**src/design/tme_pkg.sv**
```systemverilog
// constants, register map and types of the timestamp modulo event block
package tme_pkg;
    // time base
    localparam int unsigned CLK_NS        = 10;
    localparam int unsigned TICK_LOCAL_NS = 1000;
    localparam int unsigned TICK_PTP_NS   = 8;
    localparam int unsigned US_CYC        =
        (TICK_LOCAL_NS + CLK_NS - 1) / CLK_NS;
    localparam int unsigned ELECT_MS      = 2000;
    localparam int unsigned ELECT_CYC     = ELECT_MS * (1000000 / CLK_NS);

    // register byte offsets
    localparam logic [7:0] OFS_CTRL     = 8'h00;
    localparam logic [7:0] OFS_CMD      = 8'h04;
    localparam logic [7:0] OFS_PERIOD   = 8'h08;
    localparam logic [7:0] OFS_START_LO = 8'h10;
    localparam logic [7:0] OFS_START_HI = 8'h14;
    localparam logic [7:0] OFS_EFF_LO   = 8'h18;
    localparam logic [7:0] OFS_EFF_HI   = 8'h1c;
    localparam logic [7:0] OFS_CAP_LO   = 8'h20;
    localparam logic [7:0] OFS_CAP_HI   = 8'h24;
    localparam logic [7:0] OFS_STATUS   = 8'h28;
    localparam logic [7:0] OFS_IRQ_STAT = 8'h2c;
    localparam logic [7:0] OFS_IRQ_MASK = 8'h30;

    // field positions
    localparam int unsigned CMD_CLEAR_BIT   = 0;
    localparam int unsigned CMD_CAPTURE_BIT = 1;
    localparam int unsigned IRQ_EVT_BIT     = 0;
    localparam int unsigned IRQ_ELECT_BIT   = 1;

    // reset values
    localparam logic [4:0]  CTRL_RST   = 5'h00;
    localparam logic [31:0] PERIOD_RST = 32'h0000_0000;
    localparam logic [63:0] START_RST  = 64'h0;
    localparam logic [1:0]  MASK_RST   = 2'h0;

    // inserted in the middle of the hardware address
    localparam logic [15:0] EUI_FILL = 16'hfffe;

    // control register layout, bit 0 is sync_mode
    typedef struct packed {
        logic force_master;
        logic manual_role;
        logic trig_sel;
        logic run;
        logic net_time_sync_mode;
    } tme_ctrl_t;

    typedef enum logic [3:0] {
        S_IDLE = 4'b0001,
        S_CALC = 4'b0010,
        S_WAIT = 4'b0100,
        S_RUN  = 4'b1000
    } tme_sched_t;

    typedef enum logic [2:0] {
        E_OFF  = 3'b001,
        E_AUTO = 3'b010,
        E_DONE = 3'b100
    } tme_elect_t;
endpackage : tme_pkg

```
**src/design/tme_timestamp_modulo.sv**
```systemverilog
// timestamp counter, modulo event scheduler and master election
// Function
// - without network sync the local counter counts one per microsecond.
// - with network sync the event timestamp is the 8 ns precision counter.
// - clear zeroes the active count only without sync; else local only.
// - sync on selects the precision source; its count cannot be cleared.
// - first event at first period multiple after the requested start.
// - after the first event, repeat every period until run stops.
// - start just before a multiple may fire there or one period later.
// - clear before the first event keeps the effective start unchanged.
// - clear while running restarts events at multiples of the new count.
// - period may change while running; next is previous plus new period.
// - clock identity is the hardware address with fffe in the middle.
// - in auto election the lowest hardware address becomes master.
// - roles form automatically, or software assigns master or slave.
// - automatic election window is about two seconds.
// - the modulo event may be chosen as acquisition trigger source.
// - a start already past is moved forward by whole periods and shown.
// - 64-bit count is read through a capture command into a field.
//
// The implementer's own choices: the APB slave port and the placing of the registers.
module tme_timestamp_modulo #(
    parameter int unsigned ELECT_CYC = tme_pkg::ELECT_CYC
) (
    // clock and reset
    input  wire logic        REF_CLK_I,
    input  wire logic        RESETN_I,
    // apb slave
    input  wire logic        PSEL_I,
    input  wire logic        PENABLE_I,
    input  wire logic        PWRITE_I,
    input  wire logic [7:0]  PADDR_I,
    input  wire logic [31:0] PWDATA_I,
    output logic      [31:0] PRDATA_O,
    output logic             PREADY_O,
    output logic             PSLVERR_O,
    // network time and identity
    input  wire logic [63:0] PTP_TIME_I,
    input  wire logic [47:0] MAC_ADDR_I,
    input  wire logic        PEER_VALID_I,
    input  wire logic [47:0] PEER_MAC_I,
    // results
    output logic      [63:0] CLOCK_ID_O,
    output logic      [63:0] MASTER_ID_O,
    output logic             IS_MASTER_O,
    output logic             EVENT_O,
    output logic             TRIG_O,
    output logic             IRQ_O
);
    function automatic logic [63:0] eui(input logic [47:0] mac);
        eui = {mac[47:24], tme_pkg::EUI_FILL, mac[23:0]};
    endfunction : eui

    tme_pkg::tme_ctrl_t  ctrl_reg,   ctrl_next;
    logic [31:0]         period_reg, period_next;
    logic [63:0]         start_reg,  start_next;
    logic [63:0]         cap_reg,    cap_next;
    logic [63:0]         lcnt_reg,   lcnt_next;
    logic [6:0]          div_reg,    div_next;
    logic [1:0]          mask_reg,   mask_next;
    logic [1:0]          stat_reg,   stat_next;
    logic [31:0]         rdata_reg,  rdata_next;
    logic                err_reg,    err_next;
    tme_pkg::tme_sched_t st_reg,     st_next;
    logic [63:0]         base_reg,   base_next;
    logic [63:0]         opnd_reg,   opnd_next;
    logic [63:0]         rem_reg,    rem_next;
    logic [5:0]          cnt_reg,    cnt_next;
    logic [63:0]         eff_reg,    eff_next;
    logic [63:0]         last_reg,   last_next;
    logic                evt_reg,    trig_reg;
    tme_pkg::tme_elect_t est_reg,    est_next;
    logic                mst_reg,    mst_next;
    logic [31:0]         tmr_reg,    tmr_next;
    logic [47:0]         best_reg,   best_next;
    logic [63:0]         cid_reg,    mid_reg;
    logic                wr;
    logic                setup;
    logic                cmd_clear;
    logic                cmd_cap;
    logic                us_en;
    logic                ts_clear;
    logic [63:0]         ts;
    logic [63:0]         period64;
    logic [63:0]         rem_t;
    logic                hit;
    logic                done;
    logic                map_ok;
    logic [31:0]         rdata_c;

    // bus strobes; a write lands only in the access phase
    assign wr        = PSEL_I & PENABLE_I & PWRITE_I;
    assign setup     = PSEL_I & ~PENABLE_I;
    assign cmd_clear = wr & (PADDR_I == tme_pkg::OFS_CMD)
                     & PWDATA_I[tme_pkg::CMD_CLEAR_BIT];
    assign cmd_cap   = wr & (PADDR_I == tme_pkg::OFS_CMD)
                     & PWDATA_I[tme_pkg::CMD_CAPTURE_BIT];
    assign us_en     = (div_reg == 7'(tme_pkg::US_CYC - 1));
    // source follows sync mode, no separate select to get wrong
    assign ts        = ctrl_reg.net_time_sync_mode ? PTP_TIME_I
                                                   : lcnt_reg;
    // the precision count lives outside and has no clear input
    assign ts_clear  = cmd_clear & ~ctrl_reg.net_time_sync_mode;
    assign period64  = {32'h0, period_reg};

    // read decode
    always_comb begin
        map_ok  = 1'b1;
        rdata_c = 32'h0;
        if (PADDR_I == tme_pkg::OFS_CTRL) begin
            rdata_c = {27'h0, ctrl_reg};
        end else if (PADDR_I == tme_pkg::OFS_CMD) begin
            rdata_c = 32'h0;
        end else if (PADDR_I == tme_pkg::OFS_PERIOD) begin
            rdata_c = period_reg;
        end else if (PADDR_I == tme_pkg::OFS_START_LO) begin
            rdata_c = start_reg[31:0];
        end else if (PADDR_I == tme_pkg::OFS_START_HI) begin
            rdata_c = start_reg[63:32];
        end else if (PADDR_I == tme_pkg::OFS_EFF_LO) begin
            rdata_c = eff_reg[31:0];
        end else if (PADDR_I == tme_pkg::OFS_EFF_HI) begin
            rdata_c = eff_reg[63:32];
        end else if (PADDR_I == tme_pkg::OFS_CAP_LO) begin
            rdata_c = cap_reg[31:0];
        end else if (PADDR_I == tme_pkg::OFS_CAP_HI) begin
            rdata_c = cap_reg[63:32];
        end else if (PADDR_I == tme_pkg::OFS_STATUS) begin
            rdata_c = {27'h0, st_reg == tme_pkg::S_RUN,
                       st_reg == tme_pkg::S_WAIT,
                       est_reg == tme_pkg::E_DONE, mst_reg,
                       ctrl_reg.net_time_sync_mode};
        end else if (PADDR_I == tme_pkg::OFS_IRQ_STAT) begin
            rdata_c = {30'h0, stat_reg};
        end else if (PADDR_I == tme_pkg::OFS_IRQ_MASK) begin
            rdata_c = {30'h0, mask_reg};
        end else begin
            map_ok  = 1'b0;
        end
    end

    // register file, local counter and capture
    always_comb begin
        ctrl_next   = ctrl_reg;
        period_next = period_reg;
        start_next  = start_reg;
        mask_next   = mask_reg;
        cap_next    = cap_reg;
        rdata_next  = rdata_reg;
        err_next    = err_reg;
        div_next    = us_en ? 7'h00 : div_reg + 7'h01;
        lcnt_next   = us_en ? lcnt_reg + 64'h1 : lcnt_reg;
        if (cmd_clear) begin
            div_next  = 7'h00;
            lcnt_next = 64'h0;
        end
        if (cmd_cap) begin
            cap_next = ts;
        end
        // answer prepared in setup so read data comes from a flop
        if (setup) begin
            rdata_next = PWRITE_I ? 32'h0 : rdata_c;
            err_next   = ~map_ok;
        end
        if (wr) begin
            if (PADDR_I == tme_pkg::OFS_CTRL) begin
                ctrl_next = tme_pkg::tme_ctrl_t'(PWDATA_I[4:0]);
            end else if (PADDR_I == tme_pkg::OFS_PERIOD) begin
                period_next = PWDATA_I;
            end else if (PADDR_I == tme_pkg::OFS_START_LO) begin
                start_next[31:0] = PWDATA_I;
            end else if (PADDR_I == tme_pkg::OFS_START_HI) begin
                start_next[63:32] = PWDATA_I;
            end else if (PADDR_I == tme_pkg::OFS_IRQ_MASK) begin
                mask_next = PWDATA_I[1:0];
            end
        end
        // a new event beats a write-one clear in the same cycle
        stat_next = stat_reg;
        if (wr && PADDR_I == tme_pkg::OFS_IRQ_STAT) begin
            stat_next = stat_reg & ~PWDATA_I[1:0];
        end
        stat_next[tme_pkg::IRQ_EVT_BIT]   = stat_next[0] | hit;
        stat_next[tme_pkg::IRQ_ELECT_BIT] = stat_next[1] | done;
    end

    always_ff @(posedge REF_CLK_I or negedge RESETN_I) begin
        if (!RESETN_I) begin
            ctrl_reg   <= tme_pkg::CTRL_RST;
            period_reg <= tme_pkg::PERIOD_RST;
            start_reg  <= tme_pkg::START_RST;
            mask_reg   <= tme_pkg::MASK_RST;
            stat_reg   <= 2'h0;
            cap_reg    <= 64'h0;
            lcnt_reg   <= 64'h0;
            div_reg    <= 7'h00;
            rdata_reg  <= 32'h0;
            err_reg    <= 1'b0;
        end else begin
            ctrl_reg   <= ctrl_next;
            period_reg <= period_next;
            start_reg  <= start_next;
            mask_reg   <= mask_next;
            stat_reg   <= stat_next;
            cap_reg    <= cap_next;
            lcnt_reg   <= lcnt_next;
            div_reg    <= div_next;
            rdata_reg  <= rdata_next;
            err_reg    <= err_next;
        end
    end

    // scheduler: a 64-step serial remainder avoids a wide divider
    always_comb begin
        st_next   = st_reg;
        base_next = base_reg;
        opnd_next = opnd_reg;
        rem_next  = rem_reg;
        cnt_next  = cnt_reg;
        eff_next  = eff_reg;
        last_next = last_reg;
        hit       = 1'b0;
        rem_t     = {rem_reg[62:0], opnd_reg[63]};
        if (rem_t >= period64) begin
            rem_t = rem_t - period64;
        end
        case (st_reg)
            tme_pkg::S_IDLE: begin
                if (ctrl_reg.run && period_reg != 32'h0) begin
                    // a past start is pushed forward past now
                    base_next = (start_reg > ts) ? start_reg : ts;
                    opnd_next = base_next;
                    rem_next  = 64'h0;
                    cnt_next  = 6'h00;
                    st_next   = tme_pkg::S_CALC;
                end
            end
            tme_pkg::S_CALC: begin
                rem_next  = rem_t;
                opnd_next = {opnd_reg[62:0], 1'b0};
                cnt_next  = cnt_reg + 6'h01;
                if (cnt_reg == 6'h3f) begin
                    eff_next = base_reg - rem_t + period64;
                    st_next  = tme_pkg::S_WAIT;
                end
            end
            tme_pkg::S_WAIT: begin
                // a clear here leaves the effective start alone
                if (ts >= eff_reg) begin
                    hit       = 1'b1;
                    last_next = eff_reg;
                    st_next   = tme_pkg::S_RUN;
                end
            end
            tme_pkg::S_RUN: begin
                if (ts_clear) begin
                    last_next = 64'h0;
                end else if (period_reg != 32'h0 &&
                             ts >= last_reg + period64) begin
                    hit       = 1'b1;
                    last_next = last_reg + period64;
                end
            end
            default: begin
                st_next = tme_pkg::S_IDLE;
            end
        endcase
        if (!ctrl_reg.run) begin
            st_next = tme_pkg::S_IDLE;
        end
    end

    always_ff @(posedge REF_CLK_I or negedge RESETN_I) begin
        if (!RESETN_I) begin
            st_reg   <= tme_pkg::S_IDLE;
            base_reg <= 64'h0;
            opnd_reg <= 64'h0;
            rem_reg  <= 64'h0;
            cnt_reg  <= 6'h00;
            eff_reg  <= 64'h0;
            last_reg <= 64'h0;
            evt_reg  <= 1'b0;
            trig_reg <= 1'b0;
        end else begin
            st_reg   <= st_next;
            base_reg <= base_next;
            opnd_reg <= opnd_next;
            rem_reg  <= rem_next;
            cnt_reg  <= cnt_next;
            eff_reg  <= eff_next;
            last_reg <= last_next;
            evt_reg  <= hit;
            trig_reg <= hit & ctrl_reg.trig_sel;
        end
    end

    // election; peers report their address when they announce
    always_comb begin
        est_next  = est_reg;
        mst_next  = mst_reg;
        tmr_next  = tmr_reg;
        best_next = best_reg;
        done      = 1'b0;
        case (est_reg)
            tme_pkg::E_OFF: begin
                if (ctrl_reg.net_time_sync_mode) begin
                    best_next = MAC_ADDR_I;
                    tmr_next  = 32'h0;
                    if (ctrl_reg.manual_role) begin
                        mst_next = ctrl_reg.force_master;
                        est_next = tme_pkg::E_DONE;
                        done     = 1'b1;
                    end else begin
                        mst_next = 1'b1;
                        est_next = tme_pkg::E_AUTO;
                    end
                end
            end
            tme_pkg::E_AUTO: begin
                tmr_next = tmr_reg + 32'h1;
                if (PEER_VALID_I && PEER_MAC_I < best_reg) begin
                    best_next = PEER_MAC_I;
                    mst_next  = 1'b0;
                end
                if (tmr_reg == 32'(ELECT_CYC - 1)) begin
                    est_next = tme_pkg::E_DONE;
                    done     = 1'b1;
                end
            end
            tme_pkg::E_DONE: begin
                if (ctrl_reg.manual_role) begin
                    mst_next = ctrl_reg.force_master;
                    if (PEER_VALID_I && !ctrl_reg.force_master) begin
                        best_next = PEER_MAC_I;
                    end
                end else if (PEER_VALID_I && PEER_MAC_I < best_reg) begin
                    best_next = PEER_MAC_I;
                    mst_next  = 1'b0;
                end
            end
            default: begin
                est_next = tme_pkg::E_OFF;
            end
        endcase
        if (!ctrl_reg.net_time_sync_mode) begin
            est_next = tme_pkg::E_OFF;
            mst_next = 1'b0;
        end
    end

    always_ff @(posedge REF_CLK_I or negedge RESETN_I) begin
        if (!RESETN_I) begin
            est_reg  <= tme_pkg::E_OFF;
            mst_reg  <= 1'b0;
            tmr_reg  <= 32'h0;
            best_reg <= 48'h0;
            cid_reg  <= 64'h0;
            mid_reg  <= 64'h0;
        end else begin
            est_reg  <= est_next;
            mst_reg  <= mst_next;
            tmr_reg  <= tmr_next;
            best_reg <= best_next;
            cid_reg  <= eui(MAC_ADDR_I);
            mid_reg  <= eui(best_next);
        end
    end

    // outputs
    assign PRDATA_O    = rdata_reg;
    assign PREADY_O    = 1'b1;
    assign PSLVERR_O   = err_reg;
    assign CLOCK_ID_O  = cid_reg;
    assign MASTER_ID_O = mid_reg;
    assign IS_MASTER_O = mst_reg;
    assign EVENT_O     = evt_reg;
    assign TRIG_O      = trig_reg;
    assign IRQ_O       = |(stat_reg & mask_reg);
endmodule : tme_timestamp_modulo

```
**config.mk**
```make
export PLATFORM = sky130hd
export DESIGN_NAME = tme_timestamp_modulo
export DESIGN_NICKNAME = d
export VERILOG_FILES = /design/src/design/tme_pkg.sv /design/src/design/tme_timestamp_modulo.sv
export SDC_FILE = /design/constraint.sdc
export NUM_CORES = 2
export LEC_CHECK = 0
export ABC_AREA = 1
export BUFFER_PORTS_ARGS = -buffer_cell sky130_fd_sc_hd__buf_2
export CORE_MARGIN = 3
export CORE_UTILIZATION = 51
export DETAILED_ROUTE_END_ITERATION = 10
export PLACE_DENSITY = 0.8
export SLEW_MARGIN = 10
export SYNTH_ARGS = -nofsm -noshare
export SYNTH_HDL_FRONTEND = slang
export SYNTH_SLANG_ARGS = --single-unit
export TNS_END_PERCENT = 30
```
**constraint.sdc**
```tcl
create_clock -name REF_CLK_I -period 10.27 [get_ports REF_CLK_I]
set_input_delay 2.054 -clock REF_CLK_I [delete_from_list [all_inputs] [get_ports REF_CLK_I]]
set_output_delay 2.054 -clock REF_CLK_I [all_outputs]
set_load 0.01 [all_outputs]
```
## After elaboration in Yosys (flattened, before gate mapping)

Index checks and enable logic that the tools add are counted.

- Flip-flop bits (word level): 814
- Input bits: 206
- Output and inout bits: 166
- Logic and storage cells: 192

- Add/subtract/negate cells: 8
- Magnitude comparators: 5
- Equality and inequality tests: 32
- Multiplexer cells: 72
- Bitwise operators: 20
- Reductions and logical operators: 25

Operators by type and width:

| kind | number |
|---|---|
| 2-to-1 mux 64 bit | 9 |
| 2-to-1 mux 32 bit | 11 |
| case mux 64 bit (2 select lines) | 2 |
| 2-to-1 mux 48 bit | 4 |
| case mux 48 bit (3 select lines) | 1 |
| adder 64 x 32 -> 64 bit | 2 |
| >= comparator 64 bit | 2 |
| case mux 63 bit (2 select lines) | 1 |
| adder 64 x 1 -> 64 bit, second input constant | 1 |
| >= comparator 64 x 32 -> 1 bit | 1 |
| greater-than comparator 64 bit | 1 |
| case mux 32 bit (2 select lines) | 1 |
| subtractor 64 x 32 -> 64 bit | 1 |
| subtractor 64 bit | 1 |
| 2-to-1 mux 63 bit | 1 |
| less-than comparator 48 bit | 1 |
| == test 8 x 6 -> 1 bit, second input constant | 5 |
| adder 32 x 1 -> 32 bit, second input constant | 1 |
| == test 32 x 28 -> 1 bit, second input constant | 1 |
| == test 8 x 5 -> 1 bit, second input constant | 4 |
| nonzero test 32 bit | 1 |
| 2-to-1 mux 1 bit | 22 |
| 2-to-1 mux 4 bit | 4 |
| case mux 4 bit (4 select lines) | 1 |
| other kinds (42) | 83 |

## Depth between registers and ports, before layout

- Word-level depth: 14
- Mapped depth: 35
- Depth with buffers taken out: 34

## Worst setup path before layout

OpenSTA, ideal clock, no wires.

- Kind: input port to flip-flop
- Start point: input port PTP_TIME_I[47]
- End point: register last_reg[10]
- Setup time: 0.065 ns
- Data arrival time: 4.258 ns
- Required time: 10.205 ns
- Setup slack: 5.947 ns
- Stages on the path: 18
- Path buffers: 2
- Path through: or2_2 > o21ai_0 > inv_1 > ha_1 > nand2_1 > inv_1 > nand2_1 > nor3_1 > nand3_1 > nor3_1 > nand2_1 > nand3_1 > nand2_1 > nand2_1 > buf_4 > buf_2 > nand3_1 > nand2_1

- Longest elaborated chain between the ends: 5
- Elaborated cells on any way between the ends: 7
- Classes of those cells: 2 x order compare; 2 x eq/ne; 1 x mux; 2 x reduce/logical

RTL lines:

| element | line | RTL |
|---|---|---|
| start, declared | tme_timestamp_modulo.sv:38 | `input wire logic [63:0] PTP_TIME_I,` |
| 2-to-1 mux 64 bit * | tme_timestamp_modulo.sv:100 | `assign ts = ctrl_reg.net_time_sync_mode ? PTP_TIME_I` |
| net ts[47] | tme_timestamp_modulo.sv:83 | `logic [63:0] ts;` |
| >= comparator 64 bit | tme_timestamp_modulo.sv:259 | `ts >= last_reg + period64) begin` |
| logical AND 1 bit | tme_timestamp_modulo.sv:258 | `end else if (period_reg != 32'h0 &&` |
| inequality test 3 x 2 -> 1 bit (no source line) | - |  |
| AND reduction 3 bit (no source line) * | - |  |
| end signal, assigned | tme_timestamp_modulo.sv:291 | `last_reg <= last_next;` |
| end, declared | tme_timestamp_modulo.sv:70 | `logic [63:0] last_reg, last_next;` |

Mark *: on every way through the listed nets, which the timed path passes. The rest lies on a longest branch.
A chain may end at the register's enable or synchronous reset.

## Final worst setup path

- Start point: register ctrl_reg[0] (netlist bit)
- End point: register last_reg[12]

- Longest elaborated chain between the ends: 5
- Elaborated cells on any way between the ends: 11
- Classes of those cells: 2 x order compare; 2 x eq/ne; 3 x mux; 2 x bitwise; 2 x reduce/logical

RTL lines:

| element | line | RTL |
|---|---|---|
| start, declared | tme_timestamp_modulo.sv:54 | `tme_pkg::tme_ctrl_t ctrl_reg, ctrl_next;` |
| start signal, assigned | tme_timestamp_modulo.sv:189 | `ctrl_reg <= tme_pkg::CTRL_RST;` |
| start signal, assigned | tme_timestamp_modulo.sv:200 | `ctrl_reg <= ctrl_next;` |
| 2-to-1 mux 64 bit * | tme_timestamp_modulo.sv:100 |  |
| net ts[47] | tme_timestamp_modulo.sv:83 |  |
| >= comparator 64 bit | tme_timestamp_modulo.sv:259 |  |
| logical AND 1 bit | tme_timestamp_modulo.sv:258 |  |
| inequality test 3 x 2 -> 1 bit (no source line) | - |  |
| AND reduction 3 bit (no source line) * | - |  |

Marked as above.

==> summary.txt <==
Clock tree
  • CTS H-tree depth: 3
  • Clock-pin slew reported for the worst setup and hold paths after clock tree synthesis: 70 ps
  • CTS buffer count: 88
  • Clk sink count: 737
  • Resize count post-CTS: 0
  • Post CTS Setup Buffer Count: 0
  • Skew-Pair Late Insertion Delay: 720 ps
  • Hold buffer count at cts: 0
  • Buffer type at the clock tree root: sky130_fd_sc_hd__clkbuf_16
  • TritonCTS clock tree: done
  • Clock tree buffer depth: 3

Drt
  • Total wire length after detailed routing: 264000 um
  • Total number of vias: 62.8k
  • Via density: 6.07
  • Number of remaining DRC errors: 0
  • Number of detailed-routing iterations run before antenna repair: 6
  • Residual antenna-violating net count after detailed routing: 0
  • Post-detailed-route wirelength per cell: 25.5 um
  • Detailed Route Iter0 Violations: 8478

Global routing
  • Met1 usage: 0.582
  • Total routing usage reported by global routing: 0.443
  • Most Crowded Layer GR: met2
  • First-pass GRT wire length: 381000 um
  • Pin count of the biggest net entering global routing: 149
  • Global Route met2 Usage: 0.632
  • Met3 Track Usage GR: 0.140
  • Congestion Overflow GR: 0
  • Number of antenna violations at the first check in global routing: 35
  • Number of global-route vias before repair: 57.6k

Floorplanning
  • Overall die area: 116000 um^2
  • Die Y: 340 um
  • Effective utilization at floorplan: 0.519
  • # rows: 121
  • I/O pin total: 372
  • Die Width: 340 um
  • Area inside the core boundary: 110000 um^2

STA
  • RSZ-0062 raised after global routing: no
  • Time the worst path needs with I/O delays and setup: 7300 ps
  • Slew headroom: 0.0208
  • Setup TNS: 0 ps
  • Max frequency: 137 MHz
  • Final Hold Viols: 0
  • Slew at the pin closest to its max-slew limit: 1450 ps
  • Total count of max-transition violations in the final report: 0
  • Fin Clk Skew: 59.9 ps
  • Final setup vio count: 0
  • Final worst slack: 2970 ps
  • Share of the clock period used by the worst path after layout: 0.711
  • Hold Worst Slack: 477 ps

Placement
  • Global placer's final weighted congestion: 1.10
  • Placed wire-length estimate: 206000 um
  • Number of port buffers: 368
  • Worst setup timing slack at the placement stage: 3140 ps
  • Area after detailed placement: 60100 um^2

Setup path
  • Required arrival time at the worst endpoint: 10830 ps
  • Setup crit start kind: register
  • Worst setup EP type: register
  • Arrival time reported for the critical path endpoint: 7860 ps
  • Maximum fanout count along the critical path: 67
  • Type of the worst setup path: register to register

Yosys
  • Post-synth top area cell: sky130_fd_sc_hd__dfrtp_1
  • Post-synthesis area per instance: 6.68 um^2
  • Number of warnings printed during yosys synthesis: 0
  • Synthesized instance count: 8519
  • Yosys reg bits: 737
  • Async set-or-reset flop fraction in the synthesized netlist: 1.00
  • Post-synthesis cell area: 56900 um^2
  • Number of enable-type register cells in the synthesized netlist: 0
  • Top-area cell type share of the netlist area: 0.323
  • Cells taking the most area after synthesis: sky130_fd_sc_hd__dfrtp_1 (32%), sky130_fd_sc_hd__nand2_1 (16%), sky130_fd_sc_hd__ha_1 (8.8%)
  • Synth unique cells: 60
  • Main synth FF type: sky130_fd_sc_hd__dfrtp_1
  • Share of the yosys chip area belonging to registers: 0.324

Flow run
  • Number of maximum-capacitance violations: 0

Status
  • Status: completed

Cells and area
  • Layout cells sized above 1: 0.0878
  • Nets@finish: 9415
  • Area Growth Syn to Fin: 11.1%
  • Post-route cell area: 63300 um^2
  • Layout filler cell count: 10.6k

Pwr
  • Power density over the cells: 193 nW/um^2
  • IR drop worst, VDD: 0.160 mV
  • Leakage power: 34.0 nW

Min path
  • Tightest Hold Check Type: register to register
-- logic make-up (layout without fill, tap and decap cells) --
| group | Yosys count | count (layout) | synth area share |
|---|---|---|---|
| fa+ha+maj | 436 | 436 | 0.100 |
| simple gates | 4231 | 4231 | 0.314 |
| buf+inv | 1569 | 1887 | 0.109 |
| flops | 737 | 737 | 0.324 |
| other cells | 2 | 35 | 0.000132 |
| xor+xnor | 91 | 91 | 0.0140 |
| mux | 6 | 6 | 0.00105 |
| compound gates | 1447 | 1447 | 0.138 |
-- per-layer routing --
metal / vias to the layer above / share of wire / wire length [um]
met5: - / 0.0013 / 352
met1: 29400 / 0.38 / 101000
met3: 829 / 0.14 / 36000
met2: 4360 / 0.41 / 107000
li1: 28200 / - / -
met4: 21 / 0.073 / 19100
-- cell usage after synthesis (20+ instances only) --
| cell | number |
|---|---|
| sky130_fd_sc_hd__a21oi_1 | 501 |
| sky130_fd_sc_hd__buf_1 | 23 |
| sky130_fd_sc_hd__buf_2 | 53 |
| sky130_fd_sc_hd__buf_4 | 39 |
| sky130_fd_sc_hd__clkbuf_1 | 197 |
| sky130_fd_sc_hd__dfrtp_1 | 735 |
| sky130_fd_sc_hd__fa_1 | 34 |
| sky130_fd_sc_hd__ha_1 | 402 |
| sky130_fd_sc_hd__inv_1 | 1228 |
| sky130_fd_sc_hd__nand2_1 | 2478 |
| sky130_fd_sc_hd__nand3_1 | 571 |
| sky130_fd_sc_hd__nand3b_1 | 27 |
| sky130_fd_sc_hd__nand4_1 | 153 |
| sky130_fd_sc_hd__nor2_1 | 613 |
| sky130_fd_sc_hd__nor3_1 | 211 |
| sky130_fd_sc_hd__nor4_1 | 46 |
| sky130_fd_sc_hd__o2111ai_1 | 20 |
| sky130_fd_sc_hd__o21a_1 | 23 |
| sky130_fd_sc_hd__o21ai_0 | 650 |
| sky130_fd_sc_hd__o21ai_1 | 21 |
| sky130_fd_sc_hd__o21bai_1 | 22 |
| sky130_fd_sc_hd__o221ai_1 | 22 |
| sky130_fd_sc_hd__o22ai_1 | 112 |
| sky130_fd_sc_hd__or2_2 | 82 |
| sky130_fd_sc_hd__xnor2_1 | 56 |
| sky130_fd_sc_hd__xor2_1 | 35 |
-- stage by stage --
step / std cells / util / total power, mW
detailed placement: 10200 / 0.548 / 8.65
CTS: 10300 / 0.576 / 12.0
finish: 10300 / 0.576 / 12.2
global route: 10300 / 0.576 / 12.8
floorplan: 8521 / - / 6.78
global placement: 10200 / 0.548 / 8.62
-- power by group --
group	switching, mW	internal [mW]
sequential	0.267	3.10
clock	1.42	1.93
combinational	3.81	1.65
-- layout make-up --
type	instances	area (um^2)	area share
well taps	1476	1850	0.0292
inverters	1244	4670	0.0738
multi-input cells	6215	32400	0.512
clock inverters	37	534	0.00844
repair buffers	487	2770	0.0438
flip-flops and latches	737	18400	0.292
diodes	31	77.6	0.00123
clock buffers	119	2520	0.0398
-- worst max-delay path, cell delays in order (launching register included) --
cell and delay, ps:
sky130_fd_sc_hd__dfrtp_4 890, sky130_fd_sc_hd__clkinv_2 840, sky130_fd_sc_hd__or2_2 580, sky130_fd_sc_hd__o21ai_0 90, sky130_fd_sc_hd__buf_4 220, sky130_fd_sc_hd__inv_1 90
sky130_fd_sc_hd__ha_1 290, sky130_fd_sc_hd__nand2_1 70, sky130_fd_sc_hd__inv_1 50, sky130_fd_sc_hd__nand2_1 60, sky130_fd_sc_hd__nor3_1 270, sky130_fd_sc_hd__nand3_1 150
sky130_fd_sc_hd__nor3_1 680, sky130_fd_sc_hd__nand2_1 190, sky130_fd_sc_hd__nand3_1 160, sky130_fd_sc_hd__nand2_1 280, sky130_fd_sc_hd__nand2_2 130, sky130_fd_sc_hd__buf_4 650
sky130_fd_sc_hd__nand2_2 570, sky130_fd_sc_hd__buf_4 480, sky130_fd_sc_hd__nand2_1 130, sky130_fd_sc_hd__nand2_1 60
-- final timing paths --
path,startpoint,end,slack (ps),cells past startpoint
worst min-delay path,last_reg[24],last_reg[24],480,2
max in group asynchronous,RESETN_I,lcnt_reg[33],6810,3
min in group asynchronous,RESETN_I,rem_reg[44],1300,1
worst max register to register,ctrl_reg[0],last_reg[12],2970,21
worst min register to register,last_reg[24],last_reg[24],480,2
worst max-delay path,ctrl_reg[0],last_reg[12],2970,21
-- placed cells by master, fill, tap and decap left out, drive strengths merged, types with 31 or more instances in the layout --
cell	synthesis	layout
a21oi	501	501
buf	128	487
clkbuf	197	119
dfrtp	735	735
diode	0	31
fa	34	34
ha	402	402
inv	1238	1242
nand2	2482	2482
nand3	575	575
nand4	153	153
nor2	621	621
nor3	218	218
nor4	47	47
o21ai	671	671
o22ai	112	112
or2	85	85
xnor2	56	56
xor2	35	35
(Power assumes the default switching activity.)
